## config.mk

```make
export PLATFORM = sky130hd
export DESIGN_NAME = lsb_top
export DESIGN_NICKNAME = d
export VERILOG_FILES = /design/src/logic/lsb_pkg.sv /design/src/logic/lsb_rxbyte.sv /design/src/logic/lsb_tick.sv /design/src/logic/lsb_top.sv
export SDC_FILE = /design/constraint.sdc
export NUM_CORES = 1
export LEC_CHECK = 0
export BUFFER_PORTS_ARGS = -buffer_cell sky130_fd_sc_hd__clkbuf_2
export CAP_MARGIN = 15
export CORE_ASPECT_RATIO = 2
export CORE_MARGIN = 1.5
export CORE_UTILIZATION = 60
export CTS_CLUSTER_DIAMETER = 200
export CTS_CLUSTER_SIZE = 28
export DETAILED_ROUTE_END_ITERATION = 7
export GPL_TIMING_DRIVEN = 0
export PLACE_DENSITY = 0.89
export SLEW_MARGIN = 30
export SYNTH_ARGS = -nofsm -noshare
export SYNTH_HDL_FRONTEND = slang
export SYNTH_SLANG_ARGS = --single-unit
```

## constraint.sdc

```tcl
create_clock -name clock_in -period 4.2 [get_ports clock_in]
set_clock_uncertainty 0.2 [all_clocks]
set_input_delay 0.84 -clock clock_in [delete_from_list [all_inputs] [get_ports clock_in]]
set_output_delay 0.84 -clock clock_in [all_outputs]
set_load 0.01 [all_outputs]
```

## src/logic/lsb_pkg.sv

```systemverilog
package lsb_pkg;
   // register byte offsets
   localparam logic [7:0] OFF_STATUS = 8'h00;
   localparam logic [7:0] OFF_DATA = 8'h04;
   localparam logic [7:0] OFF_CTRL1 = 8'h08;
   localparam logic [7:0] OFF_CTRL2 = 8'h0C;
   localparam logic [7:0] OFF_CTRL3 = 8'h10;
   localparam logic [7:0] OFF_HLEN = 8'h14;
   localparam logic [7:0] OFF_MASK = 8'h18;
   localparam logic [7:0] OFF_BAUD = 8'h1C;
   // status bit positions
   localparam int ST_RXF = 0;
   localparam int ST_HDF = 1;
   localparam int ST_HERR = 2;
   localparam int ST_TXDONE = 3;
   // control bit positions
   localparam int C1_WLS = 0;
   localparam int C2_BRK = 0;
   localparam int C2_TXON = 1;
   localparam int C2_MUTE = 2;
   localparam int C2_RXON = 3;
   localparam int C3_LIN = 0;
   // timing in bit periods and samples
   localparam int SAMPLES_PER_BIT = 16;
   localparam logic [3:0] SAMPLE_LAST = 4'hF;
   localparam logic [3:0] SAMPLE_MID = 4'h7;
   localparam logic [7:0] HDR_MAX_BITS = 8'h39;
   localparam logic [4:0] BRK_BITS_8 = 5'h0A;
   localparam logic [4:0] BRK_BITS_9 = 5'h0B;
   localparam logic [4:0] BRK_BITS_LIN = 5'h0D;
   localparam logic [4:0] IDLE_BITS = 5'h0A;
   localparam logic [7:0] HLEN_TIMEOUT = 8'h00;
   // reset value and sync byte
   localparam logic [15:0] BAUD_RST = 16'h0044;
   localparam logic [7:0] SYNC_BYTE = 8'h55;
   typedef enum logic [1:0] {TX_IDLE, TX_GAP, TX_BREAK} lsb_tx_t;
   typedef enum logic [2:0] {HD_WAIT, HD_BREAK, HD_SYNC, HD_ID, HD_DATA} lsb_hd_t;
endpackage

```

## src/logic/lsb_rxbyte.sv

```systemverilog
`timescale 1ns/1ps
`default_nettype none
// byte receiver: start, 8 or 9 data bits, stop
module lsb_rxbyte (
   // clock and reset
   input wire logic clock_in,
   input wire logic rst_in,
   // sampling
   input wire logic tick_in,
   input wire logic rx_in,
   input wire logic nine_in,
   // results
   output logic done_out,
   output logic [7:0] data_out,
   output logic framing_out,
   output logic bit_out,
   output logic last_sample_out
);
   logic busy_q, busy_d;
   logic [3:0] smp_q, smp_d;
   logic [3:0] bit_q, bit_d;
   logic [8:0] sh_q, sh_d;
   logic done_d, fr_d, bit_d2, last_d;
   logic [3:0] nbits;
   always_comb begin
      busy_d = busy_q;
      smp_d = smp_q;
      bit_d = bit_q;
      sh_d = sh_q;
      done_d = 1'b0;
      fr_d = framing_out;
      bit_d2 = 1'b0;
      last_d = 1'b0;
      nbits = nine_in ? 4'hA : 4'h9;
      if (tick_in) begin
         if (!busy_q) begin
            // after a framing error wait for the line to go high, so a long break is not read twice
            if (!rx_in && !framing_out) begin
               busy_d = 1'b1;
               smp_d = 4'h1;
               bit_d = 4'h0;
            end else if (rx_in) begin
               fr_d = 1'b0;
            end
         end else begin
            smp_d = smp_q + 4'h1;
            last_d = (smp_q == lsb_pkg::SAMPLE_LAST);
            if (smp_q == lsb_pkg::SAMPLE_MID) begin
               bit_d2 = 1'b1;
               if (bit_q == 4'h0 && rx_in) begin
                  busy_d = 1'b0;
               end else if (bit_q == nbits) begin
                  busy_d = 1'b0;
                  done_d = 1'b1;
                  fr_d = !rx_in;
               end else begin
                  sh_d = {rx_in, sh_q[8:1]};
                  bit_d = bit_q + 4'h1;
               end
            end
         end
      end
   end
   always_ff @(posedge clock_in) begin
      if (rst_in) begin
         busy_q <= 1'b0;
         smp_q <= 4'h0;
         bit_q <= 4'h0;
         sh_q <= 9'h000;
         done_out <= 1'b0;
         data_out <= 8'h00;
         framing_out <= 1'b0;
         bit_out <= 1'b0;
         last_sample_out <= 1'b0;
      end else begin
         busy_q <= busy_d;
         smp_q <= smp_d;
         bit_q <= bit_d;
         sh_q <= sh_d;
         done_out <= done_d;
         data_out <= nine_in ? sh_d[7:0] : sh_d[8:1];
         framing_out <= fr_d;
         bit_out <= bit_d2;
         last_sample_out <= last_d;
      end
   end
endmodule
`default_nettype wire

```

## src/logic/lsb_tick.sv

```systemverilog
`timescale 1ns/1ps
`default_nettype none
// sixteen sample ticks per bit from a programmable divisor
module lsb_tick (
   // clock and reset
   input wire logic clock_in,
   input wire logic rst_in,
   // divisor
   input wire logic [15:0] div_in,
   // tick
   output logic tick_out
);
   logic [15:0] cnt_q;
   logic [15:0] cnt_d;
   logic tick_d;
   always_comb begin
      tick_d = (cnt_q >= div_in);
      cnt_d = tick_d ? 16'h0000 : cnt_q + 16'h0001;
   end
   always_ff @(posedge clock_in) begin
      if (rst_in) begin
         cnt_q <= 16'h0000;
         tick_out <= 1'b0;
      end else begin
         cnt_q <= cnt_d;
         tick_out <= tick_d;
      end
   end
endmodule
`default_nettype wire

```

## src/logic/lsb_top.sv

```systemverilog
// Local design decisions: the placing of the registers and the APB interface to the registers.
`timescale 1ns/1ps
`default_nettype none
// What this block does
// In LIN slave mode a header longer than 57 bit periods sets the header error flag, interrupts, and keeps the receiver muted.
// The receiver samples the line sixteen times in each bit period.
// On a header time-out the header-found flag stays clear and mute is never left, even in the identifier stop bit.
// A header time-out loads the header length register with zero.
// Reading status then reading data clears the header error flag.
// Unmuted with receive-on, each good byte (in LIN mode only after a header) sets receive-full and interrupts; writing the mute bit re-mutes the receiver.
// Setting then clearing send-break sends one break of 10 bit periods, or 11 with nine-bit words.
// While send-break stays set, break characters keep being sent.
// LIN enable with word length clear is LIN master mode, where a break lasts 13 bit periods.
// Clearing then setting transmit-on queues an idle, and a break asked for next follows it at full length.
// Software should keep interrupts off between the idle request and the break request.
// The idle inserted before a break lasts ten bit periods.
// A break holds the transmit line low for its whole length, then the line returns high.
module lsb_top (
   // clock and reset
   input wire logic clock_in,
   input wire logic rst_in,
   // apb slave
   input wire logic psel,
   input wire logic penable,
   input wire logic pwrite,
   input wire logic [7:0] paddr,
   input wire logic [31:0] pwdata,
   output logic [31:0] prdata,
   output logic pready,
   output logic pslverr,
   // serial line
   input wire logic rx_in,
   output logic tx_out,
   // interrupt
   output logic irq_out
);
   logic tick, rb_done, rb_fr;
   logic [7:0] rb_data;
   logic [3:0] status_q, status_d;
   logic [3:0] mask_q, mask_d;
   logic [7:0] data_q, data_d;
   logic wls_q, wls_d, lin_q, lin_d;
   logic brk_q, brk_d, txon_q, txon_d, mute_q, mute_d, rxon_q, rxon_d;
   logic [7:0] hlen_q, hlen_d;
   logic [15:0] baud_q, baud_d;
   logic st_read_q, st_read_d;
   logic [31:0] prdata_d;
   logic pready_d, pslverr_d, irq_d;
   lsb_pkg::lsb_tx_t txs_q, txs_d;
   logic [3:0] tsmp_q, tsmp_d;
   logic [4:0] tbit_q, tbit_d;
   logic idle_req_q, idle_req_d, tx_d, brk_req_q, brk_req_d;
   lsb_pkg::lsb_hd_t hds_q, hds_d;
   logic [7:0] hbits_q, hbits_d;
   logic [3:0] hsmp_q, hsmp_d;
   logic access, wr, rd;
   logic hd_timeout, hd_found;

   function automatic logic is_reg(input logic [7:0] a, input logic [7:0] off);
      is_reg = (a == off);
   endfunction

   lsb_tick u_tick (
      .clock_in(clock_in),
      .rst_in(rst_in),
      .div_in(baud_q),
      .tick_out(tick)
   );

   lsb_rxbyte u_rx (
      .clock_in(clock_in),
      .rst_in(rst_in),
      .tick_in(tick),
      .rx_in(rx_in),
      .nine_in(wls_q),
      .done_out(rb_done),
      .data_out(rb_data),
      .framing_out(rb_fr),
      .bit_out(),
      .last_sample_out()
   );

   assign access = psel && penable && !pready;
   assign wr = access && pwrite;
   assign rd = access && !pwrite;

   // header tracker for slave mode: break, sync, identifier, then data
   always_comb begin
      hds_d = hds_q;
      hbits_d = hbits_q;
      hsmp_d = hsmp_q;
      hd_timeout = 1'b0;
      hd_found = 1'b0;
      if (!lin_q || !rxon_q) begin
         hds_d = lsb_pkg::HD_WAIT;
         hbits_d = 8'h00;
         hsmp_d = 4'h0;
      end else begin
         // header length runs on the sample tick, so an idle line still counts
         if (hds_q != lsb_pkg::HD_WAIT && hds_q != lsb_pkg::HD_DATA && tick) begin
            hsmp_d = hsmp_q + 4'h1;
            if (hsmp_q == lsb_pkg::SAMPLE_LAST) hbits_d = hbits_q + 8'h01;
         end
         case (hds_q)
            lsb_pkg::HD_WAIT: begin
               if (rb_done && rb_fr && rb_data == 8'h00) begin
                  hds_d = lsb_pkg::HD_SYNC;
                  hbits_d = 8'h0B;
                  hsmp_d = 4'h0;
               end
            end
            lsb_pkg::HD_BREAK: hds_d = lsb_pkg::HD_SYNC;
            lsb_pkg::HD_SYNC: begin
               if (rb_done) begin
                  hds_d = (rb_data == lsb_pkg::SYNC_BYTE && !rb_fr) ? lsb_pkg::HD_ID
                                                                   : lsb_pkg::HD_WAIT;
               end
            end
            lsb_pkg::HD_ID: begin
               if (rb_done && !rb_fr) begin
                  hds_d = lsb_pkg::HD_DATA;
                  hd_found = 1'b1;
               end
            end
            lsb_pkg::HD_DATA: begin
               if (rb_done && rb_fr && rb_data == 8'h00) begin
                  hds_d = lsb_pkg::HD_SYNC;
                  hbits_d = 8'h0B;
                  hsmp_d = 4'h0;
               end
            end
            default: hds_d = lsb_pkg::HD_WAIT;
         endcase
         // time-out overrides everything, including the id stop bit
         if ((hds_q == lsb_pkg::HD_SYNC || hds_q == lsb_pkg::HD_ID)
             && hbits_q > lsb_pkg::HDR_MAX_BITS) begin
            hd_timeout = 1'b1;
            hd_found = 1'b0;
            hds_d = lsb_pkg::HD_WAIT;
            hbits_d = 8'h00;
            hsmp_d = 4'h0;
         end
      end
   end

   always_ff @(posedge clock_in) begin
      if (rst_in) begin
         hds_q <= lsb_pkg::HD_WAIT;
         hbits_q <= 8'h00;
         hsmp_q <= 4'h0;
      end else begin
         hds_q <= hds_d;
         hbits_q <= hbits_d;
         hsmp_q <= hsmp_d;
      end
   end

   // registers, flags and the apb answer
   always_comb begin
      status_d = status_q;
      mask_d = mask_q;
      data_d = data_q;
      wls_d = wls_q;
      lin_d = lin_q;
      brk_d = brk_q;
      txon_d = txon_q;
      mute_d = mute_q;
      rxon_d = rxon_q;
      hlen_d = hlen_q;
      baud_d = baud_q;
      st_read_d = st_read_q;
      idle_req_d = idle_req_q;
      brk_req_d = brk_req_q;
      prdata_d = 32'h0000_0000;
      pready_d = access;
      pslverr_d = 1'b0;
      // a served request is dropped before any new write, so a new request wins
      if (txs_q == lsb_pkg::TX_BREAK) brk_req_d = 1'b0;
      if (rd) begin
         if (is_reg(paddr, lsb_pkg::OFF_STATUS)) begin
            prdata_d = {28'h0000000, status_q};
            st_read_d = 1'b1;
         end else if (is_reg(paddr, lsb_pkg::OFF_DATA)) begin
            prdata_d = {24'h000000, data_q};
            if (st_read_q) begin
               status_d[lsb_pkg::ST_HERR] = 1'b0;
               status_d[lsb_pkg::ST_RXF] = 1'b0;
            end
            st_read_d = 1'b0;
         end else if (is_reg(paddr, lsb_pkg::OFF_CTRL1)) prdata_d = {31'h0, wls_q};
         else if (is_reg(paddr, lsb_pkg::OFF_CTRL2))
            prdata_d = {28'h0000000, rxon_q, mute_q, txon_q, brk_q};
         else if (is_reg(paddr, lsb_pkg::OFF_CTRL3)) prdata_d = {31'h0, lin_q};
         else if (is_reg(paddr, lsb_pkg::OFF_HLEN)) prdata_d = {24'h000000, hlen_q};
         else if (is_reg(paddr, lsb_pkg::OFF_MASK)) prdata_d = {28'h0000000, mask_q};
         else if (is_reg(paddr, lsb_pkg::OFF_BAUD)) prdata_d = {16'h0000, baud_q};
         else pslverr_d = 1'b1;
      end
      if (wr) begin
         if (is_reg(paddr, lsb_pkg::OFF_STATUS)) status_d = status_q & ~pwdata[3:0];
         else if (is_reg(paddr, lsb_pkg::OFF_CTRL1)) wls_d = pwdata[lsb_pkg::C1_WLS];
         else if (is_reg(paddr, lsb_pkg::OFF_CTRL2)) begin
            brk_d = pwdata[lsb_pkg::C2_BRK];
            txon_d = pwdata[lsb_pkg::C2_TXON];
            if (pwdata[lsb_pkg::C2_MUTE]) mute_d = 1'b1;
            else mute_d = 1'b0;
            rxon_d = pwdata[lsb_pkg::C2_RXON];
            if (pwdata[lsb_pkg::C2_BRK]) brk_req_d = 1'b1;
            if (!txon_q && pwdata[lsb_pkg::C2_TXON]) idle_req_d = 1'b1;
         end
         else if (is_reg(paddr, lsb_pkg::OFF_CTRL3)) lin_d = pwdata[lsb_pkg::C3_LIN];
         else if (is_reg(paddr, lsb_pkg::OFF_MASK)) mask_d = pwdata[3:0];
         else if (is_reg(paddr, lsb_pkg::OFF_BAUD)) baud_d = pwdata[15:0];
         else if (!is_reg(paddr, lsb_pkg::OFF_DATA) && !is_reg(paddr, lsb_pkg::OFF_HLEN))
            pslverr_d = 1'b1;
      end
      if (txs_q == lsb_pkg::TX_GAP) idle_req_d = 1'b0;
      // hardware sets win over software clears
      if (hd_timeout) begin
         status_d[lsb_pkg::ST_HERR] = 1'b1;
         hlen_d = lsb_pkg::HLEN_TIMEOUT;
         mute_d = 1'b1;
      end
      if (hd_found) begin
         status_d[lsb_pkg::ST_HDF] = 1'b1;
         hlen_d = hbits_q;
         mute_d = 1'b0;
      end
      if (rb_done && !mute_q && rxon_q && !rb_fr && hds_q == lsb_pkg::HD_DATA || rb_done && !mute_q
          && rxon_q && !rb_fr && !lin_q) begin
         status_d[lsb_pkg::ST_RXF] = 1'b1;
         data_d = rb_data;
      end
      if (txs_q == lsb_pkg::TX_BREAK && tick && tsmp_q == lsb_pkg::SAMPLE_LAST && tbit_q == 5'h01)
         status_d[lsb_pkg::ST_TXDONE] = 1'b1;
      irq_d = |(status_d & mask_d);
   end

   always_ff @(posedge clock_in) begin
      if (rst_in) begin
         status_q <= 4'h0;
         mask_q <= 4'h0;
         data_q <= 8'h00;
         wls_q <= 1'b0;
         lin_q <= 1'b0;
         brk_q <= 1'b0;
         txon_q <= 1'b0;
         mute_q <= 1'b0;
         rxon_q <= 1'b0;
         hlen_q <= 8'h00;
         baud_q <= lsb_pkg::BAUD_RST;
         st_read_q <= 1'b0;
         idle_req_q <= 1'b0;
         brk_req_q <= 1'b0;
         prdata <= 32'h0000_0000;
         pready <= 1'b0;
         pslverr <= 1'b0;
         irq_out <= 1'b0;
      end else begin
         status_q <= status_d;
         mask_q <= mask_d;
         data_q <= data_d;
         wls_q <= wls_d;
         lin_q <= lin_d;
         brk_q <= brk_d;
         txon_q <= txon_d;
         mute_q <= mute_d;
         rxon_q <= rxon_d;
         hlen_q <= hlen_d;
         baud_q <= baud_d;
         st_read_q <= st_read_d;
         idle_req_q <= idle_req_d;
         brk_req_q <= brk_req_d;
         prdata <= prdata_d;
         pready <= pready_d;
         pslverr <= pslverr_d;
         irq_out <= irq_d;
      end
   end

   // break and idle generator; a short send-break pulse is latched so it outlives a running idle
   always_comb begin
      txs_d = txs_q;
      tsmp_d = tsmp_q;
      tbit_d = tbit_q;
      tx_d = 1'b1;
      case (txs_q)
         lsb_pkg::TX_IDLE: begin
            if (txon_q && idle_req_q) begin
               txs_d = lsb_pkg::TX_GAP;
               tbit_d = lsb_pkg::IDLE_BITS;
               tsmp_d = 4'h0;
            end else if (txon_q && (brk_q || brk_req_q)) begin
               txs_d = lsb_pkg::TX_BREAK;
               tsmp_d = 4'h0;
               if (lin_q && !wls_q) tbit_d = lsb_pkg::BRK_BITS_LIN;
               else tbit_d = wls_q ? lsb_pkg::BRK_BITS_9 : lsb_pkg::BRK_BITS_8;
               tx_d = 1'b0;
            end
         end
         lsb_pkg::TX_GAP, lsb_pkg::TX_BREAK: begin
            tx_d = (txs_q == lsb_pkg::TX_GAP);
            if (tick) begin
               tsmp_d = tsmp_q + 4'h1;
               if (tsmp_q == lsb_pkg::SAMPLE_LAST) begin
                  tbit_d = tbit_q - 5'h01;
                  if (tbit_q == 5'h01) begin
                     txs_d = lsb_pkg::TX_IDLE;
                     tx_d = 1'b1;
                  end
               end
            end
         end
         default: txs_d = lsb_pkg::TX_IDLE;
      endcase
   end

   always_ff @(posedge clock_in) begin
      if (rst_in) begin
         txs_q <= lsb_pkg::TX_IDLE;
         tsmp_q <= 4'h0;
         tbit_q <= 5'h00;
         tx_out <= 1'b1;
      end else begin
         txs_q <= txs_d;
         tsmp_q <= tsmp_d;
         tbit_q <= tbit_d;
         tx_out <= tx_d;
      end
   end
endmodule
`default_nettype wire

```

==> qor.txt, run 1 <==
============================================================================
Outcome                                                         complete, no violations
Via density per instance                                                6.17
Die extent in x                                                      77.0 µm
H-Tree Level Count                                                         4
Slew Viols, Final                                                          0
Cell area after synthesis                                           6560 µm²
Multiplexer fraction of the synthesized cell area                      7.45%
End-of-flow core utilization                                           71.8%
Core area                                                          10600 µm²
CTS hold repair buffers                                                    0
Power per unit of standard cell area                              393 nW/µm²
Die Outline Area                                                   11600 µm²
Share of flip-flops with an asynchronous set or reset                     0%
Overall Global Routing Usage                                           31.9%
Adder and majority cell fraction of the synthesized area               5.91%
DRT iter0 DRCs                                                           446
I/O pin cnt                                                               82
Share of post-route cells with drive strength above 1                  14.8%
DRC violation count after routing                                          0
Largest net degree at the start of global routing                         17
Cells resized by post-CTS repair                                           0
Count of final hold-check violations                                       0
Wirelength per Cell                                                  18.9 µm
Number of detailed-route iterations in the first pass                      6
VDD IR max                                                            314 µV
Synth Area in Compound Gates                                           12.4%
Transition time of the tightest slew-check pin                      0.797 ns
Data required time at the worst endpoint                             4.31 ns
Dominant register cell in the synthesized netlist               sky130_fd_sc_hd__dfxtp_1
Slew margin rel.                                                       46.0%
Clock tree from TritonCTS                                               done
Xor/xnor share of the synthesized area                                 4.00%
Worst hold slack                                                    0.272 ns
Sequential share of the synthesized area                               42.7%
Clk slew on worst S/H paths                                          0.06 ns
Delay of the slowest cell on the worst path                          0.72 ns
DR vias                                                                 5925
Post-synthesis sequential element count                                  140
Type of the worst min-delay path                                flop to flop
Post-synthesis average cell area                                    8.99 µm²
Yosys warns                                                                0
Die Height                                                            151 µm
Count of buffers added by post-CTS timing repair for setup                 0
Unrepaired setup endpoints after global routing                        false
Type of element capturing the critical path                             flop
Area delta synth->final                                                16.1%
Dominant combinational cell family by area after synthesis      simple AND/OR/NAND/NOR gates
Critical path's most frequent cell                              sky130_fd_sc_hd__nor2_1
Commonest non-fill, non-tap cells in the layout                 sky130_fd_sc_hd__dfxtp_1 (140), sky130_fd_sc_hd__nor2_1 (113), sky130_fd_sc_hd__clkbuf_2 (48)
Worst-Skew Late Latency                                              0.43 ns
Post-synthesis instance total                                            730
RePlAce Congestion                                                     0.981
Global-route wire length before repair                              28500 µm
Initial antenna violation count                                            0
Leak pwr                                                             3.11 nW
Total congestion overflow                                                  0
Setup TNS                                                               0 ns
Share of synthesized cell area in and, or, nand and nor gates          21.5%
Setup violation total in the final timing report                           0
Number of buffers between clock root and the deepest sink                  2
Number of rows in the core area                                           53
CTS sink cnt                                                             140
Flip-flop and latch area                                            2800 µm²
Initial cell density of the core                                       61.9%
Number of global-route vias before repair                               5992
Maxcap violations                                                          0
Startpoint Class                                                        flop
Count of fill cells added during filler insertion                        772
Cell with the largest stage delay on the worst path             sky130_fd_sc_hd__o311ai_1
Cell Count, Final, Fillers Out                                           961
Critical path arrival                                                2.79 ns
Number of unique standard cell types used by synthesis                    70
Area used by multi-input combinational logic                        3420 µm²
Leading cell type in the layout, fill and taps excluded         sky130_fd_sc_hd__dfxtp_1
Critical path start-end classification                          flop to flop
Detailed-placement wirelength estimate                              13100 µm
Net total in the final layout                                            888
Number of antenna-violating nets in the routed design                      0
Root cell of the clock tree                                     sky130_fd_sc_hd__clkbuf_16
Cell-by-cell trace of the critical path                         inv_1, ha_1, nand2_1, o21ai_0, nor2_1, o311ai_1, buf_2, nor2_1
Final Cycle Share                                                      63.8%
Input/output buffers                                                      47
Wirelength, routed                                                  18200 µm
Number of CTS-inserted buffers                                            17
Minimum period implied by the final worst setup slack                2.68 ns
# placed instances                                                       929
Number of synthesized flops with an enable pin                             0
Maximum clock frequency                                              373 MHz
Maximum fanout along the worst path                                       10
N_diodes                                                                   0
============================================================================
report_power, final:
| part | leakage [nW] | switching (W) | total (W) | internal [W] |
|---|---|---|---|---|
| Clock | 0.279 | 0.000607 | 0.00149 | 0.000886 |
| Sequential | 1.13 | 0.00000896 | 0.00135 | 0.00134 |
| Combinational | 1.70 | 0.0000966 | 0.000150 | 0.0000534 |
| Total | 3.11 | 0.000713 | 0.00299 | 0.00228 |
state kept, by name (all words and copies together) (netlist names), 2 cells and up:
name	cells
data_q	8
hds_q	3
prdata	16
mask_q	4
hsmp_q	4
txs_q	2
tbit_q	5
u_rx.smp_q	4
u_rx.data_out	8
baud_q	16
tsmp_q	4
u_rx.bit_q	4
hlen_q	8
u_tick.cnt_q	16
hbits_q	8
status_q	4
u_rx.sh_q	9
path summary, 6_finish.rpt:
kind | start | cells past startpoint | end | slack (ns)
setup / recovery | baud_q[11] | 8 | u_tick.cnt_q[11] | 1.52
hold / removal | u_tick.cnt_q[0] | 1 | u_tick.cnt_q[0] | 0.27
hold reg to reg | u_tick.cnt_q[0] | 1 | u_tick.cnt_q[0] | 0.27
setup reg to reg | baud_q[11] | 8 | u_tick.cnt_q[11] | 1.52
cell usage after synthesis, types with 17 or more instances:
cell type,number,share of area (%)
sky130_fd_sc_hd__buf_4,17,1.9
sky130_fd_sc_hd__inv_1,38,2.2
sky130_fd_sc_hd__a21oi_1,29,2.2
sky130_fd_sc_hd__o21ai_0,20,1.5
sky130_fd_sc_hd__dfxtp_1,140,43
sky130_fd_sc_hd__ha_1,31,5.9
sky130_fd_sc_hd__nor2_1,113,6.5
sky130_fd_sc_hd__mux2i_1,41,6.3
sky130_fd_sc_hd__nand2_1,45,2.6
sky130_fd_sc_hd__and2_1,21,2.0
cells by family after synthesis:
logic type | Yosys count
simple gates | 282
mux | 47
compound gates | 120
fa+ha+maj | 31
other cells | 1
flops | 140
xor+xnor | 30
buf+inv | 79
per-stage QoR:
step / power, W / cell area (µm²) / setup WS, ns
after floorplan: 0.00147 / 6620 / 1.80
after global placement: 0.00151 / 7030 / 1.25
after detailed placement: 0.00152 / 7030 / 1.28
after CTS: 0.00299 / 7620 / 1.57
after global routing: 0.00307 / 7620 / 1.39
final: 0.00299 / 7620 / 1.52
routing by layer:
layer | track usage (%) | wire length [µm] | vias to the layer above
li1 | - | - | 2699
met1 | 26.2 | 5810 | 2822
met2 | 61.9 | 10000 | 298
met3 | 7.65 | 987 | 106
met4 | 26.6 | 1390 | 0
met5 | 0 | 0 | -
critical path, delay by kind of cell (launching register included):
family | cells | cell delay [ns]
fa+ha+maj | 1 | 0.33
flops | 1 | 0.36
buf+inv | 2 | 0.46
compound gates | 2 | 0.95
simple gates | 3 | 0.26
layout make-up:
type	instances	area share [%]
repair buffers	47	3.09
well taps	137	2.25
inverters	38	1.87
clock buffers	18	5.63
flip-flops and latches	140	36.8
clock inverters	14	2.12
plain buffers	41	3.30
multi-input cells	526	44.9
No activity file was read; power rests on OpenSTA's default activity.
==> run 2: changes to the inputs <==
--- a/config.mk
+++ b/config.mk
@@ -9,12 +9,12 @@
 export CAP_MARGIN = 15
 export CORE_ASPECT_RATIO = 2
 export CORE_MARGIN = 1.5
-export CORE_UTILIZATION = 60
+export CORE_UTILIZATION = 52
 export CTS_CLUSTER_DIAMETER = 200
 export CTS_CLUSTER_SIZE = 28
 export DETAILED_ROUTE_END_ITERATION = 7
 export GPL_TIMING_DRIVEN = 0
-export PLACE_DENSITY = 0.89
+export PLACE_DENSITY = 0.83
 export SLEW_MARGIN = 30
 export SYNTH_ARGS = -nofsm -noshare
 export SYNTH_HDL_FRONTEND = slang
==> constraint.sdc (replaced) <==
create_clock -name clock_in -period 2.1 [get_ports clock_in]
set_clock_uncertainty 0.2 [all_clocks]
set_input_delay 0.42 -clock clock_in [delete_from_list [all_inputs] [get_ports clock_in]]
set_output_delay 0.42 -clock clock_in [all_outputs]
set_load 0.01 [all_outputs]
==> run 2 against run 1 <==
Compared with the run above:
- fmax increased by 28%
- die area increased by 15%
- worst hold slack got worse by 0.23 ns
- sequential cell count unchanged
- first-iteration DRC count decreased by 5.4%
- combinational power increased by 120%
- critical path depth decreased by 1
- wire length increased by 2.6%
==> qor.txt, run 2 (synthesis gave the netlist of run 1 again) <==
========================================================================
Overall Global Routing Usage                                       27.9%
Type of element capturing the critical path                         flop
N_diodes                                                               0
Fraction of power consumed by combinational cells                   5.6%
Wirelength per Cell                                              18.9 µm
Number of buffers between clock root and the deepest sink              2
CTS sink cnt                                                         140
Detailed-placement wirelength estimate                          12600 µm
I/O pin cnt                                                           82
Clk slew on worst S/H paths                                      0.06 ns
CTS hold repair buffers                                                0
Minimum period implied by the final worst setup slack            2.10 ns
H-Tree Level Count                                                     4
Setup TNS                                                           0 ns
Initial antenna violation count                                        0
DR vias                                                             5904
Wirelength, routed                                              18700 µm
Sw power                                                       0.00139 W
Sequential share of power                                          44.8%
Clock group share of total power                                   49.6%
Total congestion overflow                                              0
Commonest non-fill, non-tap cells in the layout             sky130_fd_sc_hd__dfxtp_1 (125), sky130_fd_sc_hd__nor2_1 (108), sky130_fd_sc_hd__clkbuf_2 (48)
Maximum clock frequency                                          476 MHz
VDD IR max                                                        574 µV
Share of post-route cells with drive strength above 1              24.5%
Worst min-delay path startpoint                                pwdata[5]
RePlAce Congestion                                                 0.896
Core area                                                      12200 µm²
Cell-internal power                                            0.00462 W
Transition time of the tightest slew-check pin                  0.707 ns
Net total in the final layout                                        906
Count of final hold-check violations                                   0
Data required time at the worst endpoint                         2.25 ns
Via density per instance                                            5.97
Number of detailed-route iterations in the first pass                  6
Slew margin rel.                                                   52.8%
Final Cycle Share                                                   100%
Start of the worst register-to-register path                u_tick.cnt_q[4]
Area delta synth->final                                            24.4%
Number of antenna-violating nets in the routed design                  0
Largest regs                                                baud_q x16, prdata x16, u_tick.cnt_q x16
Input/output buffers                                                  47
Largest net degree at the start of global routing                     17
Net Sw Frac                                                        23.1%
Die Outline Area                                               13300 µm²
Total Power                                                    0.00601 W
Clock tree from TritonCTS                                           done
Startpoint Class                                                    flop
Leading cell type in the layout, fill and taps excluded     sky130_fd_sc_hd__dfxtp_1
Global-route wire length before repair                          27700 µm
Power per unit of standard cell area                          736 nW/µm²
Initial cell density of the core                                   53.8%
FF-to-FF path depth                                                    7
Number of rows in the core area                                       57
Die Height                                                        162 µm
Worst-Skew Late Latency                                          0.42 ns
Leak pwr                                                         3.28 nW
Setup violation total in the final timing report                       0
Maximum fanout along the worst path                                    5
DRT iter0 DRCs                                                       422
Critical path start-end classification                      flop to flop
Worst hold stages                                                      3
Critical path arrival                                            2.25 ns
Unrepaired setup endpoints after global routing                     true
Number of global-route vias before repair                           5897
Number of CTS-inserted buffers                                        17
Slew Viols, Final                                                      0
Outcome                                                     complete, no violations
Root cell of the clock tree                                 sky130_fd_sc_hd__clkbuf_16
CP startpoint                                               u_tick.cnt_q[4]
Type of the worst min-delay path                            input port to flop
DRC violation count after routing                                      0
Worst hold slack                                               0.0379 ns
Maxcap violations                                                      0
Die extent in x                                                  82.4 µm
========================================================================
-- run 2: cell types whose count changed in the layout (fill, tap and decap cells not counted), moves of 5 or more --
cell                       previous run  this run
sky130_fd_sc_hd__o21ai_0             20        15
sky130_fd_sc_hd__dfxtp_1            140       125
sky130_fd_sc_hd__dfxtp_2              0        13
sky130_fd_sc_hd__mux2i_4              0         6
sky130_fd_sc_hd__nor2_1             113       108
sky130_fd_sc_hd__ha_1                31        25
sky130_fd_sc_hd__buf_4               17        35
sky130_fd_sc_hd__o21ai_2              0         5
sky130_fd_sc_hd__buf_6                3         8
sky130_fd_sc_hd__nor2_2               0         5
sky130_fd_sc_hd__clkbuf_8             0         6
sky130_fd_sc_hd__mux2i_1             41        34
-- run 2: worst paths after layout --
kind	endpoint	slack, ns
min	baud_q[5]	0.04
max reg2reg	u_tick.cnt_q[7]	0.0005
max	u_tick.cnt_q[7]	0.0005
min reg2reg	u_tick.cnt_q[0]	0.27
-- run 2: what timing repair did --
action	CTS	global route
buffers inserted	11	7
endpoints found under the setup margin	67	73
gates cloned	2	1
pin swaps	9	17
gates resized for setup	45	55
-- run 2: per-stage QoR --
step	utilization, %	area [µm²]	setup WS, ns	cells
after global placement	57.8	7050	-0.492	939
after detailed placement	57.8	7050	-0.501	939
after global routing	66.9	8160	-0.0792	989
after CTS	64.9	7910	0.00472	983
after floorplan	-	6630	0.0465	745
final	66.9	8160	0.000503	989
-- run 2: per-layer routing --
layer	share of wire, %	vias to the layer above	wire length (µm)	GRT usage [%]
li1	-	2739	-	-
met1	32	2758	5950	23.6
met2	53	293	9970	51.2
met3	5.3	114	993	6.46
met4	9.3	0	1740	23.0
met5	0	-	0	0
-- run 2: final cells by class --
cell class | instances | area [µm²]
Clock buffer | 23 | 508
Inverter | 38 | 143
Clock inverter | 9 | 83.8
Timing Repair Buffer | 68 | 404
Sequential cell | 140 | 2830
Buffer | 38 | 254
Tap cell | 147 | 184
Multi-Input combinational cell | 526 | 3760
Fill cell | 899 | 4030
-- run 2: critical path, cell delays in order, from the launching register on --
cell and delay (ns):
sky130_fd_sc_hd__dfxtp_1 0.43, sky130_fd_sc_hd__ha_1 0.31, sky130_fd_sc_hd__a21oi_2 0.19, sky130_fd_sc_hd__o21ai_2 0.09, sky130_fd_sc_hd__a211oi_2 0.33, sky130_fd_sc_hd__o311ai_4 0.18
sky130_fd_sc_hd__buf_6 0.18, sky130_fd_sc_hd__nor2_1 0.11
-- run 2: power groups by stage --
stage          sequential [W]  combinational (W)  clock [W]
2_1_floorplan         0.00275           0.000191          0
3_3_place_gp          0.00275           0.000286          0
3_5_place_dp          0.00275           0.000292          0
5_1_grt               0.00269           0.000366    0.00310
6_report              0.00269           0.000337    0.00298
4_1_cts               0.00269           0.000312    0.00298
